### config.mk
export PLATFORM = sky130hd
export DESIGN_NAME = rsm_unit
export DESIGN_NICKNAME = d
export VERILOG_FILES = /design/src/shared/rsm_pkg.sv /design/src/logic/rsm_unit.sv /design/src/logic/rsm_shift_step.sv
export SDC_FILE = /design/constraint.sdc
export NUM_CORES = 1
export LEC_CHECK = 0
export BUFFER_PORTS_ARGS = -buffer_cell sky130_fd_sc_hd__buf_4
export CAP_MARGIN = 10
export CORE_MARGIN = 2
export CORE_UTILIZATION = 61
export CTS_BUF_LIST = sky130_fd_sc_hd__clkbuf_4
export DETAILED_ROUTE_END_ITERATION = 8
export PLACE_DENSITY = 0.83
export SYNTH_ARGS = -nofsm -noshare
export SYNTH_HDL_FRONTEND = slang
export SYNTH_SLANG_ARGS = --single-unit
export TNS_END_PERCENT = 20
### constraint.sdc
create_clock -name mclk_i -period 6.9 [get_ports mclk_i]
set_input_delay 1.38 -clock mclk_i [delete_from_list [all_inputs] [get_ports mclk_i]]
set_output_delay 1.38 -clock mclk_i [all_outputs]
set_load 0.02 [all_outputs]
### src/shared/rsm_pkg.sv
// Package for the right shift and signed multiply-accumulate unit
package rsm_pkg;
  // Opcodes
  localparam logic [7:0] RSM_OP_ARITH_RIGHT_BYTE = 8'h1A;
  localparam logic [7:0] RSM_OP_LOGIC_RIGHT_BYTE = 8'h18;
  localparam logic [7:0] RSM_OP_ARITH_RIGHT_WORD = 8'h0A;
  localparam logic [7:0] RSM_OP_LOGIC_RIGHT_WORD = 8'h08;
  localparam logic [7:0] RSM_OP_ARITH_RIGHT_LONG = 8'h0E;
  localparam logic [7:0] RSM_OP_LOGIC_RIGHT_LONG = 8'h0C;
  localparam logic [7:0] RSM_OP_SKIP = 8'h00;
  localparam logic [4:0] RSM_OP_SHORT_RELATIVE_JUMP_HI = 5'h04;
  localparam logic [5:0] RSM_OP_MAC2_HI = 6'h1B;
  localparam logic [5:0] RSM_OP_MAC3_HI = 6'h13;
  localparam logic [1:0] RSM_AA_IMMEDIATE = 2'h1;
  // Multiply-accumulate selector bytes
  localparam logic [7:0] RSM_SEL_PLAIN = 8'h01;
  localparam logic [7:0] RSM_SEL_RELOC = 8'h05;
  localparam logic [7:0] RSM_SEL_ZERO = 8'h09;
  localparam logic [7:0] RSM_SEL_ZERO_RELOC = 8'h0D;
  // Count limits, relocation step and accumulator width
  localparam logic [4:0] RSM_IMM_CNT_MASK = 5'h0F;
  localparam logic [4:0] RSM_REG_CNT_MASK = 5'h1F;
  localparam logic [7:0] RSM_REG_CNT_MIN = 8'h10;
  localparam logic [23:0] RSM_RELOC_STEP = 24'h00_0002;
  localparam int RSM_ACC_W = 40;

  typedef enum logic [1:0] {
    RSM_ST_IDLE = 2'b00,
    RSM_ST_SHIFT = 2'b01,
    RSM_ST_DONE = 2'b10
  } rsm_state_t;

  // Decoded instruction from the decoder
  typedef struct packed {
    logic [7:0] opcode;
    logic [7:0] count_byte;
    logic count_is_reg;
    logic [7:0] count_reg_val;
    logic [31:0] dest;
    logic [15:0] src1;
    logic [15:0] src2;
    logic [7:0] selector;
    logic [23:0] src_addr;
    logic [10:0] disp;
    logic [23:0] next_pc;
    logic big_mode;
  } rsm_instr_t;

  // Results to the core
  typedef struct packed {
    logic [31:0] result;
    logic carry;
    logic residue_flag;
    logic [RSM_ACC_W-1:0] product_sum_register;
    logic reloc_we;
    logic [23:0] reloc_addr;
    logic [15:0] reloc_data;
    logic [23:0] program_counter;
    logic pc_load;
    logic illegal;
  } rsm_result_t;
endpackage

### src/logic/rsm_unit.sv
// Right shift, signed multiply-accumulate, short jump and skip datapath
// How it works
// - Shift count is immediate 0..15 or register (10h..FFh) value 0..31.
// - Arithmetic right shifts fill vacated top bits with the original sign.
// - Logical right shifts fill vacated top bits with zeros.
// - Each step copies the operand low bit into carry.
// - Every right shift clears the residue flag at start.
// - Residue sets when a one sits in carry and another step follows.
// - Byte arithmetic shift is 1Ah, byte logical shift is 18h.
// - Long arithmetic shift is 0Eh, long logical shift is 0Ch.
// - Displacement extends to 16 bits small mode, 24 bits large mode.
// - Opcode 00h is a two-byte no-op changing no flags.
// - Signed word product adds into the 40-bit accumulator.
// - Zeroing variants load the accumulator with the sign-extended product.
// - Opcodes 011011aa and 010011aa; selector 01, 05, 09, 0D picks variant.
// - Relocating variants write the memory operand to its address plus 2.
// - Relocating variants refuse immediate addressing.
`timescale 1ns/100ps
`default_nettype none
module rsm_unit
  import rsm_pkg::*;
(
  // Clock and reset
  input wire logic mclk_i,
  input wire logic sys_rst_i,
  // Decoder request
  input wire logic start_i,
  input wire rsm_instr_t instr_i,
  input wire logic carry_i,
  // Results
  output logic busy_o,
  output logic done_o,
  output rsm_result_t res_o
);
  typedef struct packed {
    rsm_state_t state;
    logic [4:0] count;
    logic [1:0] size;
    logic arith;
    logic sign;
    logic busy;
    logic reloc_pend;
    logic jump_pend;
    logic done;
    rsm_result_t res;
  } rsm_regs_t;

  rsm_regs_t st_r;
  rsm_regs_t st_nxt;

  // Operand size codes, as the step module decodes them
  localparam logic [1:0] SZ_BYTE = 2'h0;
  localparam logic [1:0] SZ_WORD = 2'h1;
  localparam logic [1:0] SZ_LONG = 2'h2;
  // Count end points
  localparam logic [4:0] CNT_NONE = 5'h00;
  localparam logic [4:0] CNT_LAST = 5'h01;

  logic [31:0] step_val;
  logic step_carry;
  logic step_res;
  logic [31:0] product;
  logic [RSM_ACC_W-1:0] product_ext;
  logic [23:0] disp_ext;
  logic [4:0] cnt_sel;
  logic is_shift;
  logic is_mac;
  logic is_jump;
  logic sel_zero;
  logic sel_reloc;
  logic sel_known;
  logic aa_imm;

  rsm_shift_step u_step (
    .val_i(st_r.res.result),
    .size_i(st_r.size),
    .arith_i(st_r.arith),
    .sign_i(st_r.sign),
    .carry_i(st_r.res.carry),
    .residue_i(st_r.res.residue_flag),
    .val_o(step_val),
    .carry_o(step_carry),
    .residue_o(step_res)
  );

  // Decode of the request; only read on the take edge
  always_comb begin
    product = 32'($signed(instr_i.src1) * $signed(instr_i.src2));
    product_ext = {{(RSM_ACC_W-32){product[31]}}, product};
    disp_ext = {{13{instr_i.disp[10]}}, instr_i.disp};
    // Register counts use five bits, immediates four
    if (instr_i.count_is_reg)
      cnt_sel = instr_i.count_reg_val[4:0] & RSM_REG_CNT_MASK;
    else
      cnt_sel = instr_i.count_byte[4:0] & RSM_IMM_CNT_MASK;
    is_shift = (instr_i.opcode == RSM_OP_ARITH_RIGHT_BYTE) ||
               (instr_i.opcode == RSM_OP_LOGIC_RIGHT_BYTE) ||
               (instr_i.opcode == RSM_OP_ARITH_RIGHT_WORD) ||
               (instr_i.opcode == RSM_OP_LOGIC_RIGHT_WORD) ||
               (instr_i.opcode == RSM_OP_ARITH_RIGHT_LONG) ||
               (instr_i.opcode == RSM_OP_LOGIC_RIGHT_LONG);
    is_mac = (instr_i.opcode[7:2] == RSM_OP_MAC2_HI) ||
             (instr_i.opcode[7:2] == RSM_OP_MAC3_HI);
    is_jump = (instr_i.opcode[7:3] == RSM_OP_SHORT_RELATIVE_JUMP_HI);
    sel_zero = (instr_i.selector == RSM_SEL_ZERO) ||
               (instr_i.selector == RSM_SEL_ZERO_RELOC);
    sel_reloc = (instr_i.selector == RSM_SEL_RELOC) ||
                (instr_i.selector == RSM_SEL_ZERO_RELOC);
    sel_known = sel_zero || sel_reloc || (instr_i.selector == RSM_SEL_PLAIN);
    // The immediate aa code cannot carry a relocated operand
    aa_imm = (instr_i.opcode[1:0] == RSM_AA_IMMEDIATE);
  end

  always_comb begin
    st_nxt = st_r;
    st_nxt.done = 1'b0;
    st_nxt.res.reloc_we = 1'b0;
    st_nxt.res.pc_load = 1'b0;
    st_nxt.reloc_pend = 1'b0;
    st_nxt.jump_pend = 1'b0;

    case (st_r.state)
      RSM_ST_IDLE: begin
        if (start_i) begin
          st_nxt.res.illegal = 1'b0;
          if (is_shift) begin
            st_nxt.res.residue_flag = 1'b0;
            // Core carry is not a shifted-out one; zero count keeps it
            st_nxt.res.carry = (cnt_sel == CNT_NONE) ? carry_i : 1'b0;
            st_nxt.count = cnt_sel;
            st_nxt.arith = instr_i.opcode[1];
            case (instr_i.opcode)
              RSM_OP_ARITH_RIGHT_BYTE, RSM_OP_LOGIC_RIGHT_BYTE: begin
                st_nxt.size = SZ_BYTE;
                st_nxt.res.result = {24'h00_0000, instr_i.dest[7:0]};
                st_nxt.sign = instr_i.dest[7];
              end
              RSM_OP_ARITH_RIGHT_LONG, RSM_OP_LOGIC_RIGHT_LONG: begin
                st_nxt.size = SZ_LONG;
                st_nxt.res.result = instr_i.dest;
                st_nxt.sign = instr_i.dest[31];
              end
              default: begin
                st_nxt.size = SZ_WORD;
                st_nxt.res.result = {16'h0000, instr_i.dest[15:0]};
                st_nxt.sign = instr_i.dest[15];
              end
            endcase
            // Zero count goes straight to done, operand untouched
            st_nxt.state = (cnt_sel == CNT_NONE) ? RSM_ST_DONE : RSM_ST_SHIFT;
          end else if (is_mac) begin
            if (sel_reloc && aa_imm) begin
              st_nxt.res.illegal = 1'b1;
            end else begin
              if (sel_zero)
                st_nxt.res.product_sum_register = product_ext;
              else
                st_nxt.res.product_sum_register =
                  st_r.res.product_sum_register + product_ext;
              if (sel_reloc) begin
                // Strobe held back one cycle so it pulses with done
                st_nxt.reloc_pend = 1'b1;
                st_nxt.res.reloc_addr = instr_i.src_addr + RSM_RELOC_STEP;
                st_nxt.res.reloc_data = instr_i.src2;
              end
              st_nxt.res.illegal = !sel_known;
            end
            st_nxt.state = RSM_ST_DONE;
          end else if (is_jump) begin
            st_nxt.jump_pend = 1'b1;
            // Small mode wraps within the 64K page
            if (instr_i.big_mode)
              st_nxt.res.program_counter = instr_i.next_pc + disp_ext;
            else
              st_nxt.res.program_counter = {instr_i.next_pc[23:16],
                instr_i.next_pc[15:0] + disp_ext[15:0]};
            st_nxt.state = RSM_ST_DONE;
          end else begin
            // Skip and unknown codes: flags kept, second byte ignored
            st_nxt.res.illegal = (instr_i.opcode != RSM_OP_SKIP);
            st_nxt.state = RSM_ST_DONE;
          end
        end
      end
      RSM_ST_SHIFT: begin
        st_nxt.res.result = step_val;
        st_nxt.res.carry = step_carry;
        st_nxt.res.residue_flag = step_res;
        st_nxt.count = st_r.count - 5'h01;
        if (st_r.count == CNT_LAST)
          st_nxt.state = RSM_ST_DONE;
      end
      RSM_ST_DONE: begin
        st_nxt.done = 1'b1;
        // Strobes pulse with done so the core sees one event
        st_nxt.res.reloc_we = st_r.reloc_pend;
        st_nxt.res.pc_load = st_r.jump_pend;
        st_nxt.state = RSM_ST_IDLE;
      end
      default: st_nxt.state = RSM_ST_IDLE;
    endcase
    // Busy rises on the take edge and falls as done rises
    st_nxt.busy = (st_nxt.state != RSM_ST_IDLE);
  end

  // Reset clears every field, the outputs included
  always_ff @(posedge mclk_i or posedge sys_rst_i) begin
    if (sys_rst_i) begin
      st_r <= '0;
    end else begin
      st_r <= st_nxt;
    end
  end

  assign busy_o = st_r.busy;
  assign done_o = st_r.done;
  assign res_o = st_r.res;
endmodule
`default_nettype wire

### src/logic/rsm_shift_step.sv
// One right-shift step with carry and residue tracking
`timescale 1ns/100ps
`default_nettype none
module rsm_shift_step
  import rsm_pkg::*;
(
  // Operand state
  input wire logic [31:0] val_i,
  input wire logic [1:0] size_i,
  input wire logic arith_i,
  input wire logic sign_i,
  input wire logic carry_i,
  input wire logic residue_i,
  // Stepped state
  output logic [31:0] val_o,
  output logic carry_o,
  output logic residue_o
);
  logic [31:0] fill;
  always_comb begin
    fill = 32'h0000_0000;
    if (arith_i && sign_i) begin
      case (size_i)
        2'd0: fill = 32'h0000_0080;
        2'd1: fill = 32'h0000_8000;
        default: fill = 32'h8000_0000;
      endcase
    end
    val_o = (val_i >> 1) | fill;
    carry_o = val_i[0];
    // A one already in carry is folded into residue by this step
    residue_o = residue_i | carry_i;
  end
endmodule
`default_nettype wire

---- Yosys cells after proc, flatten, opt, wreduce, memory -nomap -nowiden ----
Cells that the tools add are included.
storage, ports and cells
  register bits after elaboration ......... 156
  input port bits ......................... 161
  word-level logic and storage cells ...... 114
cells by class
  add/sub/neg operators ................... 5
  $mul .................................... 1
  eq/ne operators ......................... 20
  multiplexer cells ....................... 37
  bitwise gates (word level) .............. 5
  reduce and logical (&&, ||, !) cells .... 27
operators with widths
  cell                   number
  $mux 40                4
  $pmux 32 s2            2
  $mux 74                1
  $pmux 34 s2            1
  $eq 8x4->1 const B     6
  $add 40x40->40         1
  $mux 34                1
  $mul 16x16->32         1
  $mux 32                1
  $or 31x32->32          1
  $add 24x2->24 const B  1
  $add 24x24->24         1
  $mux 24                1
  $add 16x16->16         1
  $eq 8x5->1 const B     2
  $mux 1                 13
  $eq 6x5->1 const B     2
  $mux 2                 6
  $mux 11                1
  $logic_or 1x1->1       10
  $pmux 5 s2             1
  $reduce_and 5->1       2
  $mux 9                 1
  $eq 8x1->1 const B     1
  other kinds (22)       33

---- Longest topological paths before layout ----
  depth after elaboration ................. 10
  gate-level depth with buffers ........... 35

---- Cells and area by module ----
A second synthesis with hierarchy kept.
second synthesis, totals
  cells, all modules ...................... 2362
  area, all modules ....................... 21001.4 µm²
by module, submodules not included
  module          times used  cells each  area each (µm²)  sequential area each (µm²)
  rsm_unit        1           2326        20736.1          3903.7
  rsm_shift_step  1           36          265.3            0.0

---- Worst setup path after synthesis ----
No wires, ideal clock.
  path kind ............................... input -> register
  from .................................... input port instr_i[77] (netlist bit)
  to ...................................... register st_r (netlist bit res_o[106])
  arrival ................................. 9.357 ns
  slack ................................... -2.599 ns
  cell stages on the path ................. 33
  cells stage by stage .................... clkbuf_1 -> clkbuf_1 -> nand2_1 -> fa_1 -> inv_1 -> fa_1 -> fa_1 -> fa_1 -> fa_1 -> inv_1 -> fa_1 -> inv_1 -> ha_1 -> a21o_1 -> a21oi_1 -> o221ai_1 -> or3_1 -> a31oi_2 -> nor3_1 -> o21a_1 -> or2_2 -> clkbuf_2 -> ha_1 -> a21o_1 -> a21o_1 -> a21o_1 -> a21o_1 -> a21oi_1 -> o21ai_0 -> a211oi_2 -> or3b_1 -> o211ai_1 -> a221oi_1
on the way
  cells in the longest elaborated chain, start to end .. 3
RTL lines
  item                  RTL line         text
  start, declared       rsm_unit.sv:28   input wire rsm_instr_t instr_i,
  $mul 16x16->32 (*)    rsm_unit.sv:88   product = 32'($signed(instr_i.src1) * $signed(instr_i.src2));
  $add 40x40->40        rsm_unit.sv:159  st_r.res.product_sum_register + product_ext;
  $mux 40 (*)           rsm_unit.sv:155  if (sel_zero)
  end signal, assigned  rsm_unit.sv:211  st_r <= st_nxt;
  end, declared         rsm_unit.sv:48   rsm_regs_t st_r;
Every way passes the cells marked *; elsewhere a longest branch is shown, timed or not.
A chain may end at the register's enable or synchronous reset.

---- Worst setup path after layout ----
  from .................................... input port instr_i[71] (netlist bit)
  to ...................................... register st_r (netlist bit res_o[102])
Same word-level chain as after synthesis.

==> results.toml <==
[worst_setup_path]
critPathSlowestCell = "fa_2"
max_stage_delay_ns = 0.64
crit_top_cell = "fa_1"
path_class = "input port to register"
worstPathArrival_ns = 8.95
crit_fanout = 13
cp_data_required_time_ns = 7.42
end_kind = "register"
crit_path_start_kind = "input port"

[timing]
whs_ns = 0.4672
fmax_mhz = 118.6
worst_pin_slew_ns = 1.024
period_needed_ns = 8.428
maxSlewViolCount = 0
rsz0062_at_grt = "yes"
fin_crit_sh_pct = 122.2
setup_viol = 27
finClkSkew_ns = 0.02663
relSlewSlack_pct = 31.73
hold_viol = 0
setup_slack_ns = -1.528

[clocking]
cts_buffer_depth = 2
cts_hold_buf = 0
cts.clk_slew.worst_paths_ns = 0.14
cts_sinks = 156
cts-root-buf = "clkbuf_4"
numCtsBuffers = 17
cts_tree = "done"
clk_latency_ns = 0.67
cts_htree_levels = 4

[place]
place.gp.congestion = 0.9109
detailed_place_hpwl_microns = 45190
port_buffers = 296
place_area_sq_um = 24670

[die]
fp.dieW_microns = 189.3
num_io_pins = 304
dieArea_sq_um = 35840
die_height_microns = 189.3
start_util_pct = 62.17
core_sq_um = 33700
num_rows = 67

[min_path]
worstHoldPathType = "register to register"

[synth]
synthSimpleGateAreaFrac_pct = 15.49
synth-xor-area-share_pct = 4.264
synthCells = 2359
syn_area_sq_um = 20950
ys_ff_latch = 156
yosysTopAreaCell = "fa_1"
async_flop_share_pct = 100.0
synth_top_area_share_pct = 25.23
syn_area_per_cell_sq_um = 8.881
synth-edff-count = 0
synth.area.mux_share_pct = 1.744
yosys_most_used_dff = "dfrtp_1"
synthDistinctLibCells = 78
synth_top_family_by_area = "adder cells"
yosys_warnings = 0
yosys.area_share.adder_pct = 34.24
synthesis.nets = 2935
synthTopCellsByArea = "fa_1, dfrtp_1, ha_1"
yosysSeqAreaShare_pct = 18.63
synth-compound-area-share_pct = 12.62

[global_routing]
grt_usage_pct = 33.37
grt_max_degree = 87
antenna_found_initial = 1
grt_pass1_wl_microns = 95850
grt-ovfl-total = 0
grt_pass1_vias = 19440

[routing]
antenna_left = 0
vias = 18320
drtIter0Drc = 1406
post_drt_wl_per_cell_microns = 18.48
via_per_inst = 5.722
dr.pass1.iters = 9
drc = 2
routed_wirelength_microns = 59170

[final_layout]
syn_to_final_growth_pct = 22.53
drive_gt1_share_pct = 29.60
final_area_sq_um = 25670
layout.nets = 3316

[status]
failed_checks = "DRC, setup timing"
status = "complete, but fails checks"

[job]
maxCapViolations = 0
[cell usage in the layout (no fill, tap or decap), types with 18 or more instances in the layout]
cell type  instances
o21ai_0           71
xnor2_1           63
ha_1             129
a21oi_1          104
fa_1             247
mux2_2            20
inv_1            338
a21o_1            42
dfrtp_1          156
a222oi_1          29
nor3_1            20
xor2_1            32
and3_1            20
nand3_1           33
nand2_1          234
buf_4            564
a21oi_2           19
nand2b_1          18
and2_1           119
nor2_1           122
[per-layer routing]
metal | vias up | GRT usage (%) | routed length (microns)
met5 | - | 0 | 0
met3 | 188 | 6.803 | 4599
met1 | 8976 | 41.22 | 22670
met2 | 879 | 57.71 | 29910
met4 | 0 | 12.79 | 1987
li1 | 8278 | - | -
[final cells by class]
class,count,area [sq um]
multi-input combinational,1625,15080
fill,2181,8028
timing repair buffer,583,4484
sequential,156,3904
inverter,357,1349
tap,448,560.5
clock inverter,15,160.2
clock buffer,17,127.6
antenna,1,2.502
[per-stage QoR]
step | setup WS [ns] | setup TNS, ns | utilization [%] | cells
4_1_cts | -1.354 | -22.41 | 75.47 | 3195
3_3_place_gp | -2.064 | -46.46 | 73.22 | 3146
3_5_place_dp | -2.240 | -51.38 | 73.22 | 3146
2_1_floorplan | -1.643 | -25.95 | - | 2359
5_1_grt | -1.679 | -32.95 | 76.18 | 3202
6_report | -1.528 | -27.43 | 76.18 | 3202
[worst max-delay path, delay by kind of cell]
family | cells | cell delay, ns
adder cells (fa/ha/maj) | 8 | 3.75
XOR/XNOR | 1 | 0.20
buffers and inverters | 5 | 0.60
AO/OA/AOI/OAI | 8 | 1.64
AND/OR/NAND/NOR | 7 | 1.17
multiplexers | 1 | 0.17
[sequential cells by signal (all words and copies together) (netlist names)]
| signal | cells |
|---|---|
| res_o | 141 |
| busy_o | 1 |
| st_r | 13 |
| done_o | 1 |
[synth_stat cells (all sizes together) (4+ instances only)]
cell type	instances
buf	147
a21oi	123
nor3	24
dfrtp	156
fa	264
a21o	45
o31ai	9
a221oi	4
or3	12
a211oi	11
o21bai	13
nor3b	5
a21boi	4
nand2	240
nor2	126
o21a	14
or2	8
a31oi	19
nand4	9
clkbuf	74
mux2	20
o21ai	90
o221ai	6
nor4	4
and2	137
xor2	33
a222oi	29
and3	24
o211ai	5
nor2b	13
ha	151
inv	357
mux2i	14
nand2b	18
xnor2	69
nand3	36
[kinds of logic (layout without fill, tap and decap cells)]
kind of cell,after synthesis,after routing
other,0,1
DFF,156,156
AOI/OAI and AO/OA,405,405
buffers and inverters,578,972
adders and majority gates,415,415
xor gates and xnor gates,102,102
and+or+nand+nor,669,669
muxes,34,34
[timing repair]
item / CTS / global route
gates cloned: 1 / 0
pin swaps: 87 / 59
setup endpoints to repair: 28 / 28
endpoints found under the hold margin: 0 / 0
setup buffers: 16 / 6
resized for setup: 92 / 51
[final timing paths]
path | from | to | cells past startpoint | slack [ns]
max | instr_i[71] | res_o[102] | 30 | -1.53
min in group asynchronous | sys_rst_i | res_o[2] | 2 | 0.88
max in group asynchronous | sys_rst_i | res_o[51] | 3 | 4.59
min reg2reg | st_r[143] | res_o[66] | 1 | 0.47
max reg2reg | res_o[67] | res_o[97] | 13 | 3.52
min | st_r[143] | res_o[66] | 1 | 0.47
Power is left out: the tool's default activity adds up to more than one toggle a clock period on the data nets, which glitch-free logic cannot reach.
